File: src/rtl/ebs_pkg.sv
package ebs_pkg;
   // Bus widths
   localparam int ADDR_W = 20;
   localparam int DATA_W = 16;
   localparam int CS_W = 4;
   // Bus width select codes
   localparam logic BUS_8 = 1'b0;
   localparam logic BUS_16 = 1'b1;
   // Strobe scheme select codes
   localparam logic SCHEME_SPLIT = 1'b0;
   localparam logic SCHEME_SINGLE = 1'b1;
   // Phase lengths in system clock cycles
   localparam int ALE_CYCLES = 1;
   localparam int STROBE_CYCLES = 2;
   localparam logic [1:0] PH_CNT_ZERO = 2'h0;
   // Byte lane, idle select and zero address constants
   localparam logic [7:0] BYTE_ZERO = 8'h00;
   localparam logic [15:0] WORD_ZERO = 16'h0000;
   localparam logic [3:0] CS_IDLE = 4'hF;
   localparam logic [19:0] ADDR_ZERO = 20'h0_0000;

   // One-hot bus states
   typedef enum logic [4:0] {
      ST_IDLE = 5'b00001,
      ST_ADDR = 5'b00010,
      ST_STRB = 5'b00100,
      ST_DONE = 5'b01000,
      ST_HOLD = 5'b10000
   } ebs_state_t;
endpackage

File: src/rtl/ebs_strobe_ctrl.sv
`timescale 1ns/100ps
// What this block does
// - Software picks split or single write strobes
// - Split scheme: even byte writes low strobe
// - Split scheme: odd byte writes high strobe
// - Read strobe low during reads; bus sampled
// - Single strobe write; upper enable on odd
// - Hold state while bus request low
// - Grant output low exactly during hold
// - Address latch pulse output each cycle
// - Ready low stretches current bus cycle
// - Muxed bus shares address and data on either width
// - Four space selects mark target space
// - Separate bus uses dedicated address/data
module ebs_strobe_ctrl
   import ebs_pkg::*;
(
   // Clock and reset
   input wire logic i_clock,
   input wire logic i_resetn,
   // Configuration
   input wire logic i_scheme_single,
   input wire logic i_bus_16,
   input wire logic i_muxed,
   // Internal request side
   input wire logic i_req,
   input wire logic i_req_write,
   input wire logic i_req_word,
   input wire logic [ebs_pkg::ADDR_W-1:0] i_req_addr,
   input wire logic [ebs_pkg::DATA_W-1:0] i_req_wdata,
   input wire logic [ebs_pkg::CS_W-1:0] i_req_space,
   output logic o_req_done,
   output logic [ebs_pkg::DATA_W-1:0] o_req_rdata,
   output logic o_busy,
   // External control
   input wire logic i_bus_request_n,
   input wire logic i_ready_n,
   output logic o_bus_grant_out_n,
   output logic o_addr_latch,
   output logic o_read_n,
   output logic o_low_byte_store_n,
   output logic o_high_byte_store_n,
   output logic o_ctrl_oe,
   output logic [ebs_pkg::CS_W-1:0] o_space_selects_n,
   // Address and data pins
   output logic [ebs_pkg::ADDR_W-1:0] o_addr,
   output logic o_addr_oe,
   input wire logic [ebs_pkg::DATA_W-1:0] i_data,
   output logic [ebs_pkg::DATA_W-1:0] o_data,
   output logic o_data_oe,
   // Bus clock
   output logic o_bus_clock
);
   import ebs_pkg::*;

   // ************************
   // Reset release
   // ************************
   logic rstn;

   ebs_sync u_sync (
      .i_clock(i_clock),
      .i_resetn(i_resetn),
      .o_resetn(rstn)
   );

   // ************************
   // Helpers
   // ************************
   // Which write strobes fall for an access; shared by captured and incoming requests
   function automatic logic [1:0] lane_sel(input logic word, input logic a0);
      lane_sel = word ? 2'b11 : (a0 ? 2'b10 : 2'b01);
   endfunction

   // ************************
   // Cycle state
   // ************************
   ebs_state_t state_r;
   ebs_state_t state_nxt;
   logic [1:0] cnt_r;
   logic wr_r;
   logic word_r;
   logic [ADDR_W-1:0] addr_r;
   logic [DATA_W-1:0] wdata_r;
   logic [CS_W-1:0] space_r;
   logic [1:0] lanes;
   logic word_in;
   logic [1:0] lanes_in;

   assign lanes = lane_sel(word_r, addr_r[0]);
   assign word_in = i_req_word && (i_bus_16 == BUS_16) && !i_req_addr[0];
   assign lanes_in = lane_sel(word_in, i_req_addr[0]);

   always_comb begin
      state_nxt = state_r;
      case (state_r)
         ST_IDLE: begin
            if (!i_bus_request_n) begin
               state_nxt = ST_HOLD;
            end else if (i_req) begin
               state_nxt = ST_ADDR;
            end
         end
         ST_ADDR: begin
            state_nxt = ST_STRB;
         end
         ST_STRB: begin
            if (cnt_r == PH_CNT_ZERO && i_ready_n) begin
               state_nxt = ST_DONE;
            end
         end
         ST_DONE: begin
            state_nxt = ST_IDLE;
         end
         ST_HOLD: begin
            if (i_bus_request_n) begin
               state_nxt = ST_IDLE;
            end
         end
         default: begin
            state_nxt = ST_IDLE;
         end
      endcase
   end

   always_ff @(posedge i_clock or negedge rstn) begin
      if (!rstn) begin
         state_r <= ST_IDLE;
      end else begin
         state_r <= state_nxt;
      end
   end

   // Strobe width counter; ready stretches the last beat
   always_ff @(posedge i_clock or negedge rstn) begin
      if (!rstn) begin
         cnt_r <= PH_CNT_ZERO;
      end else if (state_r == ST_ADDR) begin
         cnt_r <= 2'(STROBE_CYCLES - 1);
      end else if (state_r == ST_STRB && cnt_r != PH_CNT_ZERO) begin
         cnt_r <= cnt_r - 2'd1;
      end
   end

   // Request capture; byte mode forces single-byte accesses
   always_ff @(posedge i_clock or negedge rstn) begin
      if (!rstn) begin
         wr_r <= 1'b0;
         word_r <= 1'b0;
         addr_r <= ADDR_ZERO;
         wdata_r <= WORD_ZERO;
         space_r <= CS_IDLE;
      end else if (state_r == ST_IDLE && state_nxt == ST_ADDR) begin
         wr_r <= i_req_write;
         word_r <= word_in;
         addr_r <= i_req_addr;
         wdata_r <= i_req_wdata;
         space_r <= ~i_req_space;
      end
   end

   // ************************
   // Pin outputs, all registered
   // ************************
   always_ff @(posedge i_clock or negedge rstn) begin
      if (!rstn) begin
         o_bus_grant_out_n <= 1'b1;
         o_ctrl_oe <= 1'b1;
         o_addr_oe <= 1'b1;
      end else begin
         o_bus_grant_out_n <= (state_nxt != ST_HOLD);
         o_ctrl_oe <= (state_nxt != ST_HOLD);
         o_addr_oe <= (state_nxt != ST_HOLD);
      end
   end

   always_ff @(posedge i_clock or negedge rstn) begin
      if (!rstn) begin
         o_addr_latch <= 1'b0;
         o_read_n <= 1'b1;
         o_low_byte_store_n <= 1'b1;
         o_high_byte_store_n <= 1'b1;
         o_space_selects_n <= CS_IDLE;
      end else begin
         o_addr_latch <= (state_nxt == ST_ADDR);
         o_read_n <= !(state_nxt == ST_STRB && !wr_r);
         if (state_nxt == ST_ADDR || state_nxt == ST_STRB) begin
            o_space_selects_n <= (state_r == ST_IDLE) ? ~i_req_space : space_r;
         end else begin
            o_space_selects_n <= CS_IDLE;
         end
         if (i_scheme_single == SCHEME_SPLIT) begin
            o_low_byte_store_n <= !(state_nxt == ST_STRB && wr_r && lanes[0]);
            o_high_byte_store_n <= !(state_nxt == ST_STRB && wr_r && lanes[1]);
         end else begin
            o_low_byte_store_n <= !(state_nxt == ST_STRB && wr_r);
            if (state_nxt == ST_ADDR || state_nxt == ST_STRB) begin
               o_high_byte_store_n <= (state_r == ST_IDLE) ? !lanes_in[1] : !lanes[1];
            end else begin
               o_high_byte_store_n <= 1'b1;
            end
         end
      end
   end

   // Address drive: muxed bus carries address only in the address phase
   always_ff @(posedge i_clock or negedge rstn) begin
      if (!rstn) begin
         o_addr <= ADDR_ZERO;
         o_data <= WORD_ZERO;
         o_data_oe <= 1'b0;
      end else if (state_nxt == ST_ADDR) begin
         o_addr <= i_req_addr;
         o_data <= i_muxed ? i_req_addr[DATA_W-1:0] : WORD_ZERO;
         o_data_oe <= i_muxed;
      end else if (state_nxt == ST_STRB && wr_r) begin
         if (i_bus_16 == BUS_8 && addr_r[0]) begin
            o_data <= {wdata_r[7:0], wdata_r[7:0]};
         end else begin
            o_data <= wdata_r;
         end
         o_data_oe <= 1'b1;
      end else begin
         o_data_oe <= 1'b0;
      end
   end

   // Read capture and completion; 8-bit bus reads the low lane
   always_ff @(posedge i_clock or negedge rstn) begin
      if (!rstn) begin
         o_req_done <= 1'b0;
         o_req_rdata <= WORD_ZERO;
         o_busy <= 1'b0;
      end else begin
         o_req_done <= (state_nxt == ST_DONE);
         o_busy <= (state_nxt != ST_IDLE);
         if (state_r == ST_STRB && state_nxt == ST_DONE && !wr_r) begin
            if (i_bus_16 == BUS_8 || !word_r) begin
               o_req_rdata <= {BYTE_ZERO,
                  (i_bus_16 == BUS_16 && addr_r[0]) ? i_data[15:8] : i_data[7:0]};
            end else begin
               o_req_rdata <= i_data;
            end
         end
      end
   end

   // Bus clock: half system rate, free running
   always_ff @(posedge i_clock or negedge rstn) begin
      if (!rstn) begin
         o_bus_clock <= 1'b0;
      end else begin
         o_bus_clock <= ~o_bus_clock;
      end
   end
endmodule

File: src/rtl/ebs_sync.sv
`timescale 1ns/100ps
// Two-stage reset release; first stage feeds only the second
module ebs_sync (
   input wire logic i_clock,
   input wire logic i_resetn,
   output logic o_resetn
);
   logic stage_r;

   always_ff @(posedge i_clock or negedge i_resetn) begin
      if (!i_resetn) begin
         stage_r <= 1'b0;
         o_resetn <= 1'b0;
      end else begin
         stage_r <= 1'b1;
         o_resetn <= stage_r;
      end
   end
endmodule

File: config.mk
export PLATFORM = sky130hd
export DESIGN_NAME = ebs_strobe_ctrl
export DESIGN_NICKNAME = d
export VERILOG_FILES = /design/src/rtl/ebs_pkg.sv /design/src/rtl/ebs_strobe_ctrl.sv /design/src/rtl/ebs_sync.sv
export SDC_FILE = /design/constraint.sdc
export NUM_CORES = 1
export LEC_CHECK = 0
export BUFFER_PORTS_ARGS = -buffer_cell sky130_fd_sc_hd__buf_2
export CELL_PAD_IN_SITES_DETAIL_PLACEMENT = 0
export CELL_PAD_IN_SITES_GLOBAL_PLACEMENT = 1
export CORE_MARGIN = 2
export CORE_UTILIZATION = 39
export DETAILED_ROUTE_END_ITERATION = 16
export GPL_ROUTABILITY_DRIVEN = 0
export PLACE_DENSITY = 0.83
export RECOVER_POWER = 50
export SLEW_MARGIN = 0
export SYNTH_ARGS = -nofsm -noshare
export SYNTH_HDL_FRONTEND = slang
export SYNTH_SLANG_ARGS = --single-unit
File: constraint.sdc
create_clock -name i_clock -period 3.3 [get_ports i_clock]
set_input_delay 0.66 -clock i_clock [delete_from_list [all_inputs] [get_ports i_clock]]
set_output_delay 0.66 -clock i_clock [all_outputs]
set_load 0.02 [all_outputs]
* After elaboration in Yosys (flattened, before gate mapping)
Cells that the tools add are included.
Word-level totals: output and inout port bits 67, register bits 97, bits in latches 0, memories 0, input port bits 66, RAM bits 0, memory bits (read-only) 0, word-level logic and storage cells 88
Operators by class: $lt $le $gt $ge 0, multiply operators 0, reduce and logical (&&, ||, !) cells 28, shifts and indexed selects 0, bitwise logic cells 3, eq/ne operators 9, divide/modulo/power cells 0, mux-type cells 25, add/sub/neg operators 1
Operator list (number):
- 2-to-1 mux 16 bit | 5
- 2-to-1 mux 5 bit | 4
- one-hot mux 5 bit (4 select lines) | 1
- logical AND 1 bit | 13
- 2-to-1 mux 2 bit | 6
- == test 5 x 2 -> 1 bit (second input constant) | 2
- == test 5 x 3 -> 1 bit (second input constant) | 2
- zero test 1 bit | 9
- 2-to-1 mux 4 bit | 2
- 2-to-1 mux 8 bit | 1
- 2-to-1 mux 1 bit | 6
- nonzero test 2 bit | 3
- == test 5 x 1 -> 1 bit (second input constant) | 1
- == test 5 x 4 -> 1 bit (second input constant) | 1
- == test 5 bit (second input constant) | 1
- inequality test 5 x 1 -> 1 bit (second input constant) | 1
- inequality test 5 bit (second input constant) | 1
- NOT 4 bit | 1
- zero test 2 bit | 1
- logical OR 1 bit | 2
- NOT 1 bit | 2
- subtractor 2 x 1 -> 2 bit (second input constant) | 1

* Logic depth before layout (Yosys ltp)
depth in word-level cells 9, depth in mapped cells 9, mapped depth without buffers 7

* Cells and area by module
Synthesis repeated with hierarchy kept, for this count alone.
Second synthesis, totals: cells, all modules 423, area, all modules 4272.8 um^2
Modules (own cells, without submodules):
- ebs_strobe_ctrl | times used 1, area an instance 4219.0 um^2, cells each 420
- ebs_sync | times used 1, area an instance 53.8 um^2, cells each 3

* Worst setup path before layout
OpenSTA, ideal clock, no wires.
path type reg-to-reg, from register state_r[0], to register o_data[13] (netlist bit), path slack 1.228 ns, path buffers 3, setup time 0.127 ns, period minus slack after synthesis 2.072 ns, stages on the path, launching flop included 8, arrival 1.945 ns, data required time 3.173 ns, path through dfstp_2 -> buf_4 -> or3b_4 -> or2_4 -> buf_6 -> buf_6 -> mux2i_1 -> mux2_1
Between the ends: longest elaborated chain between the ends 6, elaborated cells between the ends (all ways) 14
Ends and longest elaborated chain:
- start, declared | RTL line ebs_strobe_ctrl.sv:78 | ebs_state_t state_r;
- start signal, assigned | RTL line ebs_strobe_ctrl.sv:130 | state_r <= state_nxt;
- 2-to-1 mux 5 bit | RTL line ebs_strobe_ctrl.sv:100 | end else if (i_req) begin
- 2-to-1 mux 5 bit | RTL line ebs_strobe_ctrl.sv:98 | if (!i_bus_request_n) begin
- one-hot mux 5 bit (4 select lines) (*) | RTL line ebs_strobe_ctrl.sv:96 | case (state_r)
- == test 5 x 3 -> 1 bit | RTL line ebs_strobe_ctrl.sv:216 | end else if (state_nxt == ST_STRB && wr_r) begin
- logical AND 1 bit | RTL line ebs_strobe_ctrl.sv:216
- nonzero test 2 bit (no source line)
- end signal, assigned | RTL line ebs_strobe_ctrl.sv:214 | o_data <= i_muxed ? i_req_addr[DATA_W-1:0] : WORD_ZERO;
- end signal, assigned | RTL line ebs_strobe_ctrl.sv:218 | o_data <= {wdata_r[7:0], wdata_r[7:0]};
- end signal, assigned | RTL line ebs_strobe_ctrl.sv:220 | o_data <= wdata_r;
- end, declared | RTL line ebs_strobe_ctrl.sv:49 | output logic [ebs_pkg::DATA_W-1:0] o_data,
Every way passes the cells marked *; elsewhere a longest branch is shown, timed or not. A chain may end at the register's enable or synchronous reset.

* Worst setup path after layout
from register state_r[0], to register o_data[9] (netlist bit)
The elaborated chain is that of the path after synthesis.

==> run metrics <==
Detailed Place HPWL=6.93 mm; mapped cell area=between 4000 and 5000 µm²; Gate power share=between 30 and 40%; largest net degree at the start of global routing=80; Slew Limit Fails=80; CTS-repair resized insts=0; switching share of total power=40.1%; multiplexer share of the synthesized area=10.1%; clk sinks=97; # setup viols final=0; CTS tree=done; met3 usage=just under 5%; RSZ-0062 raised after global routing=false; Die Width=between 100 and 150 µm; most used routing layer=met2; GR Util All Layers=~17%; most frequent cell after synthesis=nand2_1; PortBufs=132; crit path DAT=roughly 2.7 ns; Pre-Repair DR Iteration Count=4; CP top delay family=simple AND/OR/NAND/NOR gates; Antenna Cells=0; Max Fclk=409 MHz; number of global-route vias before repair=about 3100; Synth top area share=around half; Syn Inst Count=405; Critical Path Start Type=flop; Slew @ Worst Pin=between 1.5 and 2 ns; Cell variety after synth=53; initial antenna violation count=0; die area=around 12000 µm²; Leakage=0.00265 µW; most frequent cells after synthesis=nand2_1 (128), dfrtp_1 (84), mux2i_1 (25); Clk network pwr share=around 15%; maximum clock path buffer count=2; CP Class=flop to flop; Initial DRC Count=roughly 140; Final Critical Period=between 2 and 2.5 ns; worst path required time=3.54 ns; post-CTS setup buffer count=0; Most used DFF post-synth=dfrtp_1; maximum vdd drop=0.318 mV; Setup Skew=0.00928 ns; largest family of logic cells by synthesized area=simple AND/OR/NAND/NOR gates; Row Count=38; Synth Area in Adders=0.295%; area grow syn2layout=19.0%; Overflow after GRT=0; final hold violations=0; Core Region=roughly 11000 µm²; Inst Count DP=about 660; post-synthesis sequential area ratio=57.6%; Post-DRT Antenna Nets=0; failing checks=capacitance limit, slew limit; layout cells sized above 1=28.6%; Worst-path clk slew=roughly 0.09 ns; Chip Height=about 110 µm; Post-Synth XOR/XNOR Area=less than 1%; CP max stage cell=dfstp_2; status=finished, violations left; asr flop ratio synth=100%; average wire per standard cell=14.5 µm; Finished Layout Cells=between 600 and 700; Crit path buffers/inverters=0; Max-Cap Viols=1; IO Pins=between 100 and 150; syn_nets=~470; Largest stage delay, worst path=0.62 ns; power density over cell area=between 800 and 900 nW/µm²; DRT Wirelength=roughly 10 mm; Switching Power=1750 µW; Synth area leader=dfrtp_1; Clock Latency Late Sink=approximately 0.35 ns; global-route wire length before repair=15.4 mm; cts bufs inserted=9; Worst Hold Slack=0.0633 ns; DR DRC count=0; total negative slack=0 ns; Pint=roughly 2600 µW; CTS Hold Bufs=0; nature of the critical path endpoint=flop; met2 Track Usage GR=a little over a quarter; via count=roughly 3300; post-synthesis compound-gate area fraction=roughly 7.1%; Final Cycle Share=roughly 74%; Mapped Avg Cell Area=between 10 and 15 µm²; Flop pwr share=45.7%; CTS root buf=clkbuf_8; HP Class=input pin to async pin; Initial Utilization=~39%; htree depth=3; Synth Warn #=0; maximum fanout along the worst path=between 40 and 50; GRT met1 Usage=~22%; nets=594; relative slew slack=-13.6%; simple-gate area share of the yosys netlist=a little under a fifth; DR vias/cell=about 4.8; ranking of synthesized cells by area=dfrtp_1 (50%), nand2_1 (11%), dfstp_2 (8.0%); crit-path cells=or3b_4 > or2_4 > nand3_2 > mux2_2; Yosys reg bits=97; number of flops mapped to enable cells by yosys=0
-- layer usage --
| metal | vias to the layer above | wire length (µm) |
|---|---|---|
| li1 | 1573 | - |
| met1 | 1555 | 4370 |
| met2 | 113 | 4530 |
| met3 | 12 | 767 |
| met4 | 0 | 90 |
| met5 | - | 0 |
-- final cells by class --
| cell class | instances | area (µm²) |
|---|---|---|
| inverter | 18 | 72.6 |
| multi-input combinational | 266 | 1550 |
| timing repair buffer | 135 | 639 |
| clock inverter | 5 | 31.3 |
| fill | 1104 | 5700 |
| clock buffer | 11 | 131 |
| tap | 140 | 175 |
| sequential | 97 | 2440 |
-- logic make-up (layout without fill, tap and decap cells) --
logic type	Yosys count	count (layout)
compound gates	44	44
xor+xnor	3	3
fa+ha+maj	1	1
buf+inv	42	169
flops	97	97
mux	41	41
other cells	1	1
simple gates	176	176
-- cells in the final DEF, fill, tap and decap left out, types with 4 or more instances in the layout --
cell type,synthesis,layout
a2bb2oi_1,4,4
a21oi_1,8,8
nand2_1,128,128
mux2i_1,25,25
o21ai_0,12,12
nor2_1,13,13
nand3_1,10,10
clkbuf_8,0,9
dfrtp_1,84,83
mux2_2,13,13
a22o_1,8,8
inv_1,17,17
clkbuf_1,1,35
buf_2,7,100
dfstp_2,13,13
-- registers in the layout, summed over array words and instances (netlist names) --
register             cells
o_addr                  20
o_data                  16
o_req_rdata             16
wdata_r                 16
state_r                  5
o_space_selects_n        4
space_r                  4
cnt_r                    2
addr_r                   1
o_addr_latch             1
o_addr_oe                1
o_bus_clock              1
o_busy                   1
o_data_oe                1
o_high_byte_store_n      1
o_low_byte_store_n       1
o_read_n                 1
o_req_done               1
u_sync.o_resetn          1
u_sync.stage_r           1
word_r                   1
wr_r                     1
-- final timing paths --
path	from	cells past startpoint	slack [ns]	endpoint
hold / removal	i_resetn	1	0.06	u_sync.stage_r$_DFF_PN0_
setup / recovery	state_r[0]$_DFF_PN1_	4	0.86	o_data[9]$_DFFE_PN0P_
hold reg to reg	u_sync.stage_r$_DFF_PN0_	0	0.36	u_sync.o_resetn$_DFF_PN0_
setup reg to reg	state_r[0]$_DFF_PN1_	4	0.86	o_data[9]$_DFFE_PN0P_
min in group i_clock	u_sync.stage_r$_DFF_PN0_	0	0.36	u_sync.o_resetn$_DFF_PN0_
max in group asynchronous	u_sync.o_resetn$_DFF_PN0_	1	1.00	word_r$_DFFE_PN0P_
-- power by group through the flow --
stage / combinational [µW] / clock, µW / sequential, µW
2_1_floorplan: 953 / 0 / 2310
3_3_place_gp: 1720 / 0 / 2000
3_5_place_dp: 1760 / 0 / 2020
4_1_cts: 1760 / 709 / 2000
5_1_grt: 1880 / 750 / 2050
6_report: 1700 / 674 / 1990
-- through the flow --
stage / utilization [%] / power (µW) / setup WS (ns) / cell area (µm²)
after global routing: 47.0 / 4680 / 0.543 / 5050
after CTS: 47.4 / 4470 / 0.856 / 5090
after floorplan: - / 3260 / 0.421 / 4240
final: 47.0 / 4360 / 0.857 / 5050
after detailed placement: 45.9 / 3770 / 0.706 / 4930
after global placement: 45.9 / 3720 / 0.795 / 4930
Power figures use the tool's default switching activity.
